--- src/gcsr_params.svh ---
/*
 * Register offsets, field positions, reset values and synchroniser depth
 * for the general control and startup register group.
 * Assumes it is included by bare name from the design files.
 */
`ifndef GCSR_PARAMS_SVH
`define GCSR_PARAMS_SVH

`define GCSR_OFF_DCAL_HIGH 8'h6c
`define GCSR_OFF_DCAL_LOW 8'h6d
`define GCSR_OFF_STARTUP 8'h6e
`define GCSR_OFF_PRECISION_BIAS_LEVEL 8'h6f
`define GCSR_OFF_CLK_INIT 8'h70
`define GCSR_OFF_DCAL_TRIG 8'h71
`define GCSR_OFF_BIAS_TRIG 8'h72
`define GCSR_OFF_ALIGN_EDGE 8'h73

`define GCSR_BIT_STARTUP_DONE 1
`define GCSR_BIT_TRIGGER 7
`define GCSR_BIT_ALIGN_EN 7
`define GCSR_BIT_READ_EDGE 0

`define GCSR_RST_READ_EDGE 1'b0
`define GCSR_RST_ALIGN_EN 1'b0
`define GCSR_RST_DCAL_RESULT 15'h0000
`define GCSR_RST_PRECISION_BIAS_LEVEL 6'h00

`define GCSR_SYNC_DEPTH 3

`endif

--- src/gcsr_pkg.sv ---
/*
 * Types shared by the general control and startup register group.
 * Assumes the params header is compiled alongside.
 */
`default_nettype none

package gcsr_pkg;

	// Register access request as delivered by the serial port front end.
	typedef struct packed {
		logic wr;
		logic rd;
		logic [7:0] addr;
		logic [7:0] wdata;
	} gcsr_reg_req_t;

	// Result of the delay calibration block engine.
	typedef struct packed {
		logic done;
		logic [14:0] result;
	} gcsr_dcal_in_t;

	// Bias calibration sequencer states.
	typedef enum logic [1:0] {
		GCSR_BIAS_IDLE = 2'b01,
		GCSR_BIAS_BUSY = 2'b10
	} gcsr_bias_state_t;

endpackage

`default_nettype wire
--- src/gcsr_general_control.sv ---
/*
 * General control and startup register group: status read-back,
 * self-clearing calibration and initialisation triggers, read edge select
 * and multi-buffer alignment arming.
 * Assumes a serial port front end on ref_clk that presents single-cycle
 * read and write strobes; status and done inputs arrive from analog
 * blocks outside this clock domain and are synchronised here.
 */
`include "gcsr_params.svh"
`timescale 1ns/1ps
`default_nettype none

module gcsr_general_control (
	input wire logic ref_clk,
	input wire logic arst_n,
	input wire gcsr_pkg::gcsr_reg_req_t reg_req,
	output logic [7:0] reg_rdata,
	input wire logic startup_done_in,
	input wire gcsr_pkg::gcsr_dcal_in_t dcal_in,
	input wire logic bias_cal_done_in,
	input wire logic [5:0] precision_bias_level_in,
	input wire logic sysref_in,
	output logic clk_path_init,
	output logic delay_ref_cal_start,
	output logic bias_cal_start,
	output logic bias_cal_busy,
	output logic read_edge_select,
	output logic multi_buffer_align_en,
	output logic align_start
);

	// Index of each asynchronous input in the synchroniser bank.
	localparam int SYN_STARTUP = 0;
	localparam int SYN_DCAL = 1;
	localparam int SYN_BIAS = 2;
	localparam int SYN_SYSREF = 3;
	localparam int SYN_N = 4;

	// Match a register offset against a write strobe.
	function automatic logic wr_hit(input gcsr_pkg::gcsr_reg_req_t r,
		input logic [7:0] off);
		wr_hit = r.wr && (r.addr == off);
	endfunction

	logic [SYN_N-1:0] async_in;
	logic [SYN_N-1:0] syn1;
	logic [SYN_N-1:0] syn2;
	logic [SYN_N-1:0] syn3;
	logic [SYN_N-1:0] flt;
	logic [SYN_N-1:0] flt_d;
	logic [SYN_N-1:0] rise;
	logic [14:0] dcal_result;
	logic [5:0] precision_bias_level;
	gcsr_pkg::gcsr_bias_state_t bias_state;
	gcsr_pkg::gcsr_bias_state_t next_bias_state;
	wire wr_clk_init;
	wire wr_dcal;
	wire wr_bias;
	wire wr_align;
	wire trig_bit;
	wire [7:0] next_rdata;

	assign async_in = {sysref_in, bias_cal_done_in, dcal_in.done,
		startup_done_in};

	// Three-stage synchronisers; a level is accepted only once stages two
	// and three agree, which filters a single metastable resolution.
	genvar g;
	generate
		for (g = 0; g < SYN_N; g++)
		begin : g_sync
			always_ff @(posedge ref_clk or negedge arst_n)
			begin
				if (!arst_n)
				begin
					syn1[g] <= 1'b0;
					syn2[g] <= 1'b0;
					syn3[g] <= 1'b0;
					flt[g] <= 1'b0;
					flt_d[g] <= 1'b0;
				end
				else
				begin
					syn1[g] <= async_in[g];
					syn2[g] <= syn1[g];
					syn3[g] <= syn2[g];
					flt[g] <= (syn2[g] == syn3[g]) ? syn3[g] : flt[g];
					flt_d[g] <= flt[g];
				end
			end
			assign rise[g] = flt[g] & ~flt_d[g];
		end
	endgenerate

	// Write decode; only the documented bit of each trigger register acts.
	assign trig_bit = reg_req.wdata[`GCSR_BIT_TRIGGER];
	assign wr_clk_init = wr_hit(reg_req, `GCSR_OFF_CLK_INIT) && trig_bit;
	assign wr_dcal = wr_hit(reg_req, `GCSR_OFF_DCAL_TRIG) && trig_bit;
	assign wr_bias = wr_hit(reg_req, `GCSR_OFF_BIAS_TRIG) && trig_bit;
	assign wr_align = wr_hit(reg_req, `GCSR_OFF_ALIGN_EDGE);

	// Trigger pulses last one cycle; only the bias trigger bit reads as 1, while the sequencer is busy.
	always_ff @(posedge ref_clk or negedge arst_n)
	begin
		if (!arst_n)
		begin
			clk_path_init <= 1'b0;
			delay_ref_cal_start <= 1'b0;
			bias_cal_start <= 1'b0;
		end
		else
		begin
			clk_path_init <= wr_clk_init;
			delay_ref_cal_start <= wr_dcal;
			bias_cal_start <= wr_bias && !bias_cal_busy;
		end
	end

	// Bias trigger stays set until the engine reports done; a new request
	// in the done cycle wins and keeps the sequencer busy.
	always_comb
	begin
		case (bias_state)
			gcsr_pkg::GCSR_BIAS_IDLE:
				next_bias_state = wr_bias ? gcsr_pkg::GCSR_BIAS_BUSY
					: gcsr_pkg::GCSR_BIAS_IDLE;
			gcsr_pkg::GCSR_BIAS_BUSY:
				next_bias_state = (rise[SYN_BIAS] && !wr_bias)
					? gcsr_pkg::GCSR_BIAS_IDLE : gcsr_pkg::GCSR_BIAS_BUSY;
			default:
				next_bias_state = gcsr_pkg::GCSR_BIAS_IDLE;
		endcase
	end

	always_ff @(posedge ref_clk or negedge arst_n)
	begin
		if (!arst_n)
			bias_state <= gcsr_pkg::GCSR_BIAS_IDLE;
		else
			bias_state <= next_bias_state;
	end

	assign bias_cal_busy = (bias_state == gcsr_pkg::GCSR_BIAS_BUSY);

	// Calibration results are captured on the synchronised done edge; the
	// engines must hold their result buses stable while done is high.
	always_ff @(posedge ref_clk or negedge arst_n)
	begin
		if (!arst_n)
		begin
			dcal_result <= `GCSR_RST_DCAL_RESULT;
			precision_bias_level <= `GCSR_RST_PRECISION_BIAS_LEVEL;
		end
		else
		begin
			if (rise[SYN_DCAL])
				dcal_result <= dcal_in.result;
			if (rise[SYN_BIAS])
				precision_bias_level <= precision_bias_level_in;
		end
	end

	// Control bits; a sysref rise clears the arm bit unless a write of 1
	// lands in the same cycle, so a fresh arm is never lost.
	always_ff @(posedge ref_clk or negedge arst_n)
	begin
		if (!arst_n)
		begin
			read_edge_select <= `GCSR_RST_READ_EDGE;
			multi_buffer_align_en <= `GCSR_RST_ALIGN_EN;
			align_start <= 1'b0;
		end
		else
		begin
			if (wr_align)
				read_edge_select <= reg_req.wdata[`GCSR_BIT_READ_EDGE];
			if (wr_align)
				multi_buffer_align_en <= reg_req.wdata[`GCSR_BIT_ALIGN_EN];
			else if (rise[SYN_SYSREF])
				multi_buffer_align_en <= 1'b0;
			align_start <= multi_buffer_align_en && rise[SYN_SYSREF];
		end
	end

	// Read mux; reserved bits and write-only triggers read as zero, except
	// the bias trigger which shows its pending state.
	assign next_rdata =
		(reg_req.addr == `GCSR_OFF_DCAL_HIGH) ? {1'b0, dcal_result[14:8]} :
		(reg_req.addr == `GCSR_OFF_DCAL_LOW) ? dcal_result[7:0] :
		(reg_req.addr == `GCSR_OFF_STARTUP) ?
			{6'h00, flt[SYN_STARTUP], 1'b0} :
		(reg_req.addr == `GCSR_OFF_PRECISION_BIAS_LEVEL) ? {2'h0, precision_bias_level} :
		(reg_req.addr == `GCSR_OFF_BIAS_TRIG) ? {bias_cal_busy, 7'h00} :
		(reg_req.addr == `GCSR_OFF_ALIGN_EDGE) ?
			{multi_buffer_align_en, 6'h00, read_edge_select} :
		8'h00;

	always_ff @(posedge ref_clk or negedge arst_n)
	begin
		if (!arst_n)
			reg_rdata <= 8'h00;
		else if (reg_req.rd)
			reg_rdata <= next_rdata;
	end

	AST_CLK_INIT_PULSE: assert property (@(posedge ref_clk) disable iff (!arst_n)
		wr_clk_init |=> clk_path_init ##1 !clk_path_init || wr_clk_init)
		else $error("clock path init pulse missing or too long");
	AST_DCAL_START: assert property (@(posedge ref_clk) disable iff (!arst_n)
		delay_ref_cal_start |-> $past(wr_dcal))
		else $error("delay calibration start without trigger write");
	AST_DCAL_REQ: assert property (@(posedge ref_clk) disable iff (!arst_n)
		wr_dcal |=> delay_ref_cal_start)
		else $error("delay calibration trigger write lost");
	AST_DCAL_RESULT: assert property (@(posedge ref_clk) disable iff (!arst_n)
		rise[SYN_DCAL] |=> dcal_result == $past(dcal_in.result))
		else $error("delay calibration result not captured");
	AST_STARTUP_READ: assert property (@(posedge ref_clk) disable iff (!arst_n)
		reg_req.rd && reg_req.addr == `GCSR_OFF_STARTUP |=>
		reg_rdata == {6'h00, $past(flt[SYN_STARTUP]), 1'b0})
		else $error("startup done readback wrong");
	AST_BIAS_HOLD: assert property (@(posedge ref_clk) disable iff (!arst_n)
		bias_cal_busy && !rise[SYN_BIAS] |=> bias_cal_busy)
		else $error("bias trigger cleared before calibration done");
	AST_BIAS_SET: assert property (@(posedge ref_clk) disable iff (!arst_n)
		wr_bias |=> bias_cal_busy)
		else $error("bias trigger write did not set busy");
	AST_READ_EDGE: assert property (@(posedge ref_clk) disable iff (!arst_n)
		wr_align |=> read_edge_select == $past(reg_req.wdata[0]))
		else $error("read edge select not updated");
	AST_ALIGN: assert property (@(posedge ref_clk) disable iff (!arst_n)
		multi_buffer_align_en && rise[SYN_SYSREF] && !wr_align |=>
		align_start && !multi_buffer_align_en)
		else $error("alignment not started or arm not cleared");
	AST_PRECISION_BIAS_LEVEL_RO: assert property (@(posedge ref_clk) disable iff (!arst_n)
		wr_hit(reg_req, `GCSR_OFF_PRECISION_BIAS_LEVEL) && !rise[SYN_BIAS] |=> $stable(precision_bias_level))
		else $error("bias level changed by host write");
	AST_RESERVED: assert property (@(posedge ref_clk) disable iff (!arst_n)
		reg_req.rd && reg_req.addr == `GCSR_OFF_DCAL_HIGH |=> !reg_rdata[7])
		else $error("reserved bit read as one");

	COV_BIAS_CYCLE: cover property (@(posedge ref_clk) disable iff (!arst_n)
		wr_bias ##[1:200] !bias_cal_busy);
	COV_ALIGN: cover property (@(posedge ref_clk) disable iff (!arst_n)
		align_start);
	COV_DCAL_DONE: cover property (@(posedge ref_clk) disable iff (!arst_n)
		delay_ref_cal_start ##[1:200] rise[SYN_DCAL]);

endmodule // gcsr_general_control

`default_nettype wire

--- config.mk ---
export PLATFORM = sky130hd
export DESIGN_NAME = gcsr_general_control
export DESIGN_NICKNAME = d
export VERILOG_FILES = /design/src/gcsr_pkg.sv /design/src/gcsr_general_control.sv
export VERILOG_INCLUDE_DIRS = /design/src
export SDC_FILE = /design/constraint.sdc
export NUM_CORES = 1
export LEC_CHECK = 0
export ABC_AREA = 1
export BUFFER_PORTS_ARGS = -buffer_cell sky130_fd_sc_hd__buf_2
export CAP_MARGIN = 15
export CORE_MARGIN = 10
export CORE_UTILIZATION = 40
export DETAILED_ROUTE_END_ITERATION = 8
export PLACE_DENSITY = 0.72
export REMOVE_ABC_BUFFERS = 1
export SKIP_LAST_GASP = 1
export SLEW_MARGIN = 20
export SYNTH_ARGS = -nofsm -noshare
export SYNTH_HDL_FRONTEND = slang
export SYNTH_SLANG_ARGS = --single-unit
--- constraint.sdc ---
create_clock -name ref_clk -period 3.2 [get_ports ref_clk]
set_input_delay 0.48 -clock ref_clk [delete_from_list [all_inputs] [get_ports ref_clk]]
set_output_delay 0.48 -clock ref_clk [all_outputs]
set_load 0.005 [all_outputs]
Yosys cells after proc, flatten, opt, wreduce, memory -nomap -nowiden
Cells that the tools add are included.
{"block": "word_totals", "regBits": 56, "latch_bits": 0, "ramBits": 0, "rom_bits": 0, "in_bits": 45, "out_inout_bits": 15, "elab_cells": 73, "memories": 0}
{"block": "op_classes", "add_sub_neg": 0, "multipliers": 0, "n_div": 0, "n_lt_le_gt_ge": 0, "n_eq_ne": 14, "shift": 0, "n_mux": 11, "bitwise": 6, "reduce_logical": 13}
{"op": "== test 8 x 7 -> 1 bit, second input constant", "n": 8}
{"op": "two-way mux 8 bit", "n": 6}
{"op": "logical AND 1 bit", "n": 10}
{"op": "== test 1 bit", "n": 4}
{"op": "two-way mux 2 bit", "n": 2}
{"op": "case mux 2 bit (2 select lines)", "n": 1}
{"op": "AND 1 bit", "n": 3}
{"op": "NOT 1 bit", "n": 3}
{"op": "== test 2 x 1 -> 1 bit, second input constant", "n": 1}
{"op": "== test 2 bit, second input constant", "n": 1}
{"op": "zero test 1 bit", "n": 2}
{"op": "two-way mux 1 bit", "n": 2}
{"op": "nonzero test 2 bit", "n": 1}

Longest topological paths before layout
Gate-level depths: netlist of the first run.
{"block": "depth", "word_depth": 7, "mapped_depth": 9}

Worst setup path after synthesis of the first run
No wires, ideal clock.
{"block": "synth_path", "path_kind": "reg2out", "start": "reg bias_state[0]", "end": "out bias_cal_busy", "arrival_ps": 771, "path_slack_ps": 1949, "stages_incl_launch_ff": 3, "n_path_buf": 0, "cell_sequence": "dfstp_2 inv_1 ha_1"}
{"block": "synth_between", "elab_chain_cells": 1}
{"element": "from (decl)", "line": "gcsr_general_control.sv:54", "text": "gcsr_pkg::gcsr_bias_state_t bias_state;"}
{"element": "from (signal assigned)", "line": "gcsr_general_control.sv:138", "text": "bias_state <= gcsr_pkg::GCSR_BIAS_IDLE;"}
{"element": "from (signal assigned)", "line": "gcsr_general_control.sv:140", "text": "bias_state <= next_bias_state;"}
{"element": "== test 2 bit", "line": "gcsr_general_control.sv:143", "text": "assign bias_cal_busy = (bias_state == gcsr_pkg::GCSR_BIAS_BUSY);"}
{"element": "to (decl)", "line": "gcsr_general_control.sv:26", "text": "output logic bias_cal_busy,"}
Every way passes these cells.

Worst setup path after layout of the first run
Same ends and word-level chain as after synthesis.

==> results of run 1 <==
-- cell usage after synthesis --
cell and n:
o21ai_1 6, dfstp_2 1, inv_1 21, nand2_4 3, nand4_1 1, nor2_4 1, nand3_1 13, ha_1 2
nor2_2 2, nor2_8 1, nor2_1 29, dfrtp_1 55, and3_1 1, maj3_1 4, buf_2 3, nor3_1 1
clkinv_2 1, o21ai_0 5, nand2_2 2, nand2_1 41, mux2_2 15, a21oi_1 8, inv_2 3
-- power by group --
group / switching [uW] / internal (uW) / total [uW]
registers: 35.9 / 792 / 828
logic: 84.8 / 82.0 / 167
clock network: 215 / 232 / 447
total: 336 / 1110 / 1440
-- layer usage --
metal | vias up | routed length, microns | track usage
met3 | 7 | 377 | 0.04085
met1 | 730 | 1971 | 0.1320
li1 | 811 | - | -
met4 | 0 | 68 | 0.04054
met5 | - | 0 | 0
met2 | 40 | 2096 | 0.1631
-- kinds of logic after synthesis --
group / synth area share
adders and majority gates: 0.02857
DFF: 0.6159
AOI/OAI and AO/OA: 0.04176
and+or+nand+nor: 0.1912
buffers and inverters: 0.04835
muxes: 0.07417
-- per-stage QoR --
stage	hold WS, ns	power (uW)
after floorplan	0.1844	938.9
after global placement	0.3332	1002
after detailed placement	0.3347	1014
after CTS	0.2637	1468
after global routing	0.2531	1536
final	0.2623	1442
-- placed cells by master (no fill, tap or decap), types with 5 or more instances in the layout --
master    Yosys  final
dfrtp_1      55     55
buf_2         3     53
nand2_1      41     41
nor2_1       29     29
inv_1        21     21
mux2_2       15     15
nand3_1      13     13
a21oi_1       8      8
o21ai_1       6      6
o21ai_0       5      5
clkbuf_8      0      5
-- worst register-to-register path: stages, from the launching register on --
cell     delay (ns)
dfrtp_1        0.41
nand2_1        0.56
mux2_2         0.42
-- worst min path at each step --
stage / from / end / depth (start not counted)
3_3_place_gp: syn1[1] / syn2[1] / 0
4_1_cts: sysref_in / syn1[3] / 1
2_1_floorplan: arst_n / align_start / 0
6_report: arst_n / bias_state[1] / 1
3_5_place_dp: syn1[2] / syn2[2] / 0
5_1_grt: bias_cal_done_in / syn1[2] / 1
-- state kept, by name (all words and copies together), names as in the netlist, 2 cells and up --
name                  count
syn2                      4
syn3                      4
bias_state                2
dcal_result              15
flt_d                     3
reg_rdata                 8
syn1                      4
precision_bias_level      6
flt                       4
-- cell type report --
type / instances / share of cell area
sequential: 56 / 0.5133
multi-input combinational: 135 / 0.2798
clock inverter: 2 / 0.01282
timing repair buffer: 54 / 0.09982
inverter: 25 / 0.03480
tap: 72 / 0.03297
clock buffer: 6 / 0.02656
==> results.md, run 1 <==
* Post-DP HPWL at 3.517 mm
* First-pass iteration count of the detailed router at 4
* DR vias/cell at approximately 4.5
* Worst R2R Setup Slack at 1.71 ns
* Worst vdd ir at 0.3248 mV
* I/O pin total at 60
* Drt wl/cell at 12.90 microns
* Buf+Inv Stages, Crit Path at 2
* PostCTS Resize Cnt at 0
* Post-DP Area at 2625 sq um
* Clock Latency Late Sink at around 0.30 ns
* Clk buf depth at 2
* Final Critical Period at 1.744 ns
* DRT Wirelength at roughly 4.5 mm
* Fill cell count at 521
* Htree depth at 2
* Die area at slightly above 9000 sq um
* Worst slack, placed at roughly 1.7 ns
* CP peak stage delay at 0.54 ns
* Starting DRT DRC Count at 51
* Row cnt at 27
* Port bufs at 53
* CP max FO at 5
* Slew Viols, Final at 0
* Netlist cell types at 23
* First-pass GRT wire length at 7.603 mm
* Largest net degree at the start of global routing at 39
* Synth area leader: dfrtp_1
* Crit path from: bias_state[0]
* Share of the synthesized area in the top cell type at 0.6044
* Worst-path clk slew at 0.09 ns
* Setup Fix Bufs, Post-CTS at 0
* Number of synthesized register bits at 56
* Synth area leaders: dfrtp_1 (60%), mux2_2 (7.4%), nand2_1 (6.8%)
* Cell Area, Synth at 2277 sq um
* Post-route clock period utilization at 0.5451
* Core footprint at 5507 sq um
* Multi-input logic area at 764.5 sq um
* Sequential Area at 1403 sq um
* R2R depth at 2
* Clock skew at 0.007143 ns
* Pwr/cell area at about 530 nW/um^2
* Setup WS post-layout at 1.456 ns
* Final hold vios at 0
* Post-CTS Hold Buffers at 0
* Final GP Congestion at between 0.7 and 0.8
* Yosys warnings at 0
* Setup TNS at 0 ns
* Utilization after layout at 0.4963
* Sequential fraction of the synthesis area at 0.6159
* Routed vias at 1588
* # clock sinks at 56
* GRT Util Overall at 0.1060
* GR Overflow Total at 0
* Crit path launch type: flip-flop
* Chip width at 95.45 microns
* Initial antenna violation count at 0
* Critical path data arrival time at 1.26 ns
* Cts bufs inserted at 5
* Outcome: finished, final reports clean
* Final nets at ~320
* WP depth at 3
* CP Data Required Time at 2.72 ns
* Post-route insts no fill at 350
* CP top delay family: flip-flops
* Post-Syn Instances at about 220
* Routed Antenna Nets at 0
* Placed Cells at 342
* Starting density of the core at 0.4135
* WS Path Type: flip-flop to primary output
* Max_cap viols at 0
* Residual DRC at 0
* Worst flop-to-flop path startpoint: flt[1]
* Rel. slew slack at 0.4611
* Critical path's slowest cell: dfstp_2
* Crit Reg-Reg Endpoint: dcal_result[0]
* Clock root buffer master: clkbuf_8
* Share of cells above drive strength 1 at 0.3237
* Unrepaired setup endpoints after global routing: false
* Worst setup EP type: primary output
* Final std cell area, no fill at 2733 sq um
* Antenna diodes at 0
* Worst Tran Pin Value at between 0.8 and 0.9 ns
* Worst hold path type: input port to async pin
* Critical Path, Cell by Cell: inv_1 > ha_1 > buf_2
* Die Y at roughly 95 microns
* Crit path capture: bias_cal_busy
* Peak Freq at 573.3 MHz
* Synth Area per Inst at 10.40 sq um
* CTS tree: built
* Pleak at between 0.001 and 0.0015 uW
* Vias in the first global route at ~1700
* Area growth syn-to-layout at 20.00%
* Setup Viol. Count Final at 0
No activity file was read; power rests on OpenSTA's default activity.
==> inputs of run 2 (changes only) <==
--- a/config.mk
+++ b/config.mk
@@ -12,7 +12,7 @@
 export CORE_MARGIN = 10
 export CORE_UTILIZATION = 40
 export DETAILED_ROUTE_END_ITERATION = 8
-export PLACE_DENSITY = 0.72
+export PLACE_DENSITY = 0.75
 export REMOVE_ABC_BUFFERS = 1
 export SKIP_LAST_GASP = 1
 export SLEW_MARGIN = 20
==> constraint.sdc (replaced) <==
create_clock -name ref_clk -period 1.6 [get_ports ref_clk]
set_input_delay 0.24 -clock ref_clk [delete_from_list [all_inputs] [get_ports ref_clk]]
set_output_delay 0.24 -clock ref_clk [all_outputs]
set_load 0.005 [all_outputs]
==> run 2 against run 1 <==
  * Wire length decreased by 0.24%
  * Design area increased by 0.55%
  * Utilization increased by 0.27 points
  * Die area unchanged
  * Critical path type unchanged
  * Largest power group unchanged
==> results.md, run 2 (synthesis gave the netlist of run 1 again) <==
* Starting DRT DRC Count at 52 (+2.0%)
* Cts bufs inserted at 5 (unchanged)
* Final GP Congestion at 0.7894 (+1.3%)
* Setup WS post-layout at 0.1071 ns (-1.349 ns)
* Buf+Inv Stages, Crit Path at 2 (unchanged)
* Regs by FF count: dcal_result x15, reg_rdata x8, precision_bias_level x6
* CP top delay family: flip-flops
* Max FFs per register at 15 (unchanged)
* Largest net degree at the start of global routing at 35 (-10%)
* GRT Util Overall at 0.1057 (-0.0003261)
* CP max FO at 5 (unchanged)
* Final hold vios at 0 (unchanged)
* Setup Viol. Count Final at 0 (unchanged)
* Pleak at 0.001454 uW (+0.57%)
* Commonest cells after routing, fill and taps aside: dfrtp_1 (55), buf_2 (53), nand2_1 (41), nor2_1 (29), inv_1 (21)
* Max_cap viols at 0 (unchanged)
* Unrepaired setup endpoints after global routing: false
* Chip width at 95.45 microns (unchanged)
* CTS tree: built
* Worst-path clk slew at 0.09 ns (about the same)
* I/O pin total at 60 (unchanged)
* Port bufs at 53 (unchanged)
* Critical Path, Cell by Cell: inv_1 > ha_1 > buf_2
* Share of cells above drive strength 1 at 0.3262 (+0.002500)
* Clock root buffer master: clkbuf_8
* Vias in the first global route at 1754 (+3.5%)
* DR vias/cell at 4.503 (-0.76%)
* Fill cell count at 508 (-2.5%)
* Routed vias at 1594 (+0.38%)
* Initial antenna violation count at 0 (unchanged)
* Clk buf depth at 2 (unchanged)
* Core footprint at 5507 sq um (unchanged)
* Starting density of the core at 0.4135 (unchanged)
* Area growth syn-to-layout at 20.66%
* Clock Latency Late Sink at 0.29 ns (about the same)
* Post-route clock period utilization at 0.9331
* Worst Tran Pin Value at 0.4176 ns (-0.3908 ns)
* Slew Viols, Final at 0 (unchanged)
* Htree depth at 2 (unchanged)
* Worst hold path type: input port to flip-flop
* Setup Fix Bufs, Post-CTS at 0 (unchanged)
* Antenna diodes at 0 (unchanged)
* First-pass GRT wire length at 7.679 mm (+1.0%)
* Leading cell type in the layout, fill and taps excluded: dfrtp_1
* First-pass iteration count of the detailed router at 3 (-1)
* WS Path Type: flip-flop to primary output
* Rel. slew slack at 0.7216 (+0.2605)
* Final Critical Period at 1.493 ns
* Critical path's slowest cell: dfstp_2
* Peak Freq at 669.8 MHz
* Row cnt at 27 (unchanged)
* Worst vdd ir at 0.5434 mV (+67%)
* Post-DP HPWL at 3.526 mm (+0.24%)
* Outcome: finished, final reports clean
* Die area at 9111 sq um (unchanged)
* Residual DRC at 0 (unchanged)
* Clock skew at 0.007223 ns (+0.00007994 ns)
* Critical path data arrival time at 1.25 ns (about the same)
* GR Overflow Total at 0 (unchanged)
* CP peak stage delay at 0.54 ns (about the same)
* Drt wl/cell at 12.72 microns (-1.4%)
* Largest Register: dcal_result
* CP Data Required Time at 1.36 ns (-1.36 ns)
* Die Y at 95.45 microns (unchanged)
* Final nets at 328 (+1.2%)
* DRT Wirelength at 4.503 mm (-0.24%)
* Routed Antenna Nets at 0 (unchanged)
* Worst slack, placed at 0.3034 ns (-1.385 ns)
* Crit path launch type: flip-flop
* # clock sinks at 56 (unchanged)
* Worst setup EP type: primary output
* Pwr/cell area at 1007 nW/um^2 (+91%)
* Setup TNS at 0 ns (unchanged)
run 2: final timing paths:
check	startpoint	to	slack [ns]	cells after the start
max	bias_state[0]	bias_cal_busy	0.11	3
min	sysref_in	syn1[3]	0.05	1
max reg2reg	bias_state[0]	reg_rdata[7]	0.30	8
min reg2reg	syn1[1]	syn2[1]	0.36	0
max in group asynchronous	arst_n	bias_state[0]	0.77	3
min in group asynchronous	arst_n	dcal_result[10]	0.45	3
run 2: area by class of cell:
| type | instances | area [sq um] | area share |
|---|---|---|---|
| sequential | 56 | 1403 | 0.5105 |
| timing repair buffer | 58 | 305.3 | 0.1111 |
| inverter | 25 | 95.09 | 0.03461 |
| multi-input combinational | 135 | 764.5 | 0.2782 |
| clock buffer | 8 | 90.09 | 0.03279 |
| tap | 72 | 90.09 | 0.03279 |
run 2: through the flow:
| step | area, sq um | utilization | instances | total power [uW] | hold slack, ns |
|---|---|---|---|---|---|
| CTS | 2748 | 0.4990 | 354 | 2812 | 0.03206 |
| global route | 2748 | 0.4990 | 354 | 2932 | 0.02396 |
| detailed placement | 2648 | 0.4808 | 345 | 2041 | 0.2517 |
| finish | 2748 | 0.4990 | 354 | 2767 | 0.04583 |
| floorplan | 2262 | - | 216 | 1878 | -0.05559 |
| global placement | 2648 | 0.4808 | 345 | 2017 | 0.2436 |
run 2: metal layers:
metal	up-vias	global-route usage	wire length, microns
li1	817	-	-
met1	731	0.1282	2096
met2	42	0.1722	2027
met3	4	0.04006	348
met4	0	0.02948	31
met5	-	0	0
run 2: worst register-to-register path: stages (launching register included):
cell and delay [ns]:
dfstp_2 0.54, inv_1 0.04, ha_1 0.23, inv_1 0.08, nand3_1 0.07, nand2_1 0.09, nand2_1 0.05, nand2_1 0.05
nand2_1 0.04
run 2: timing repair:
item                      in CTS  in global routing
resized for setup              0                  0
hold buffers                   1                  0
hold endpoints to repair      55                  0
run 2: power by group:
group / internal (uW) / switching, uW / leakage (uW) / total [uW]
combinational: 173 / 174 / 0.000737 / 347
clock: 354 / 409 / 0.0000455 / 763
sequential: 1580 / 73.2 / 0.000671 / 1660
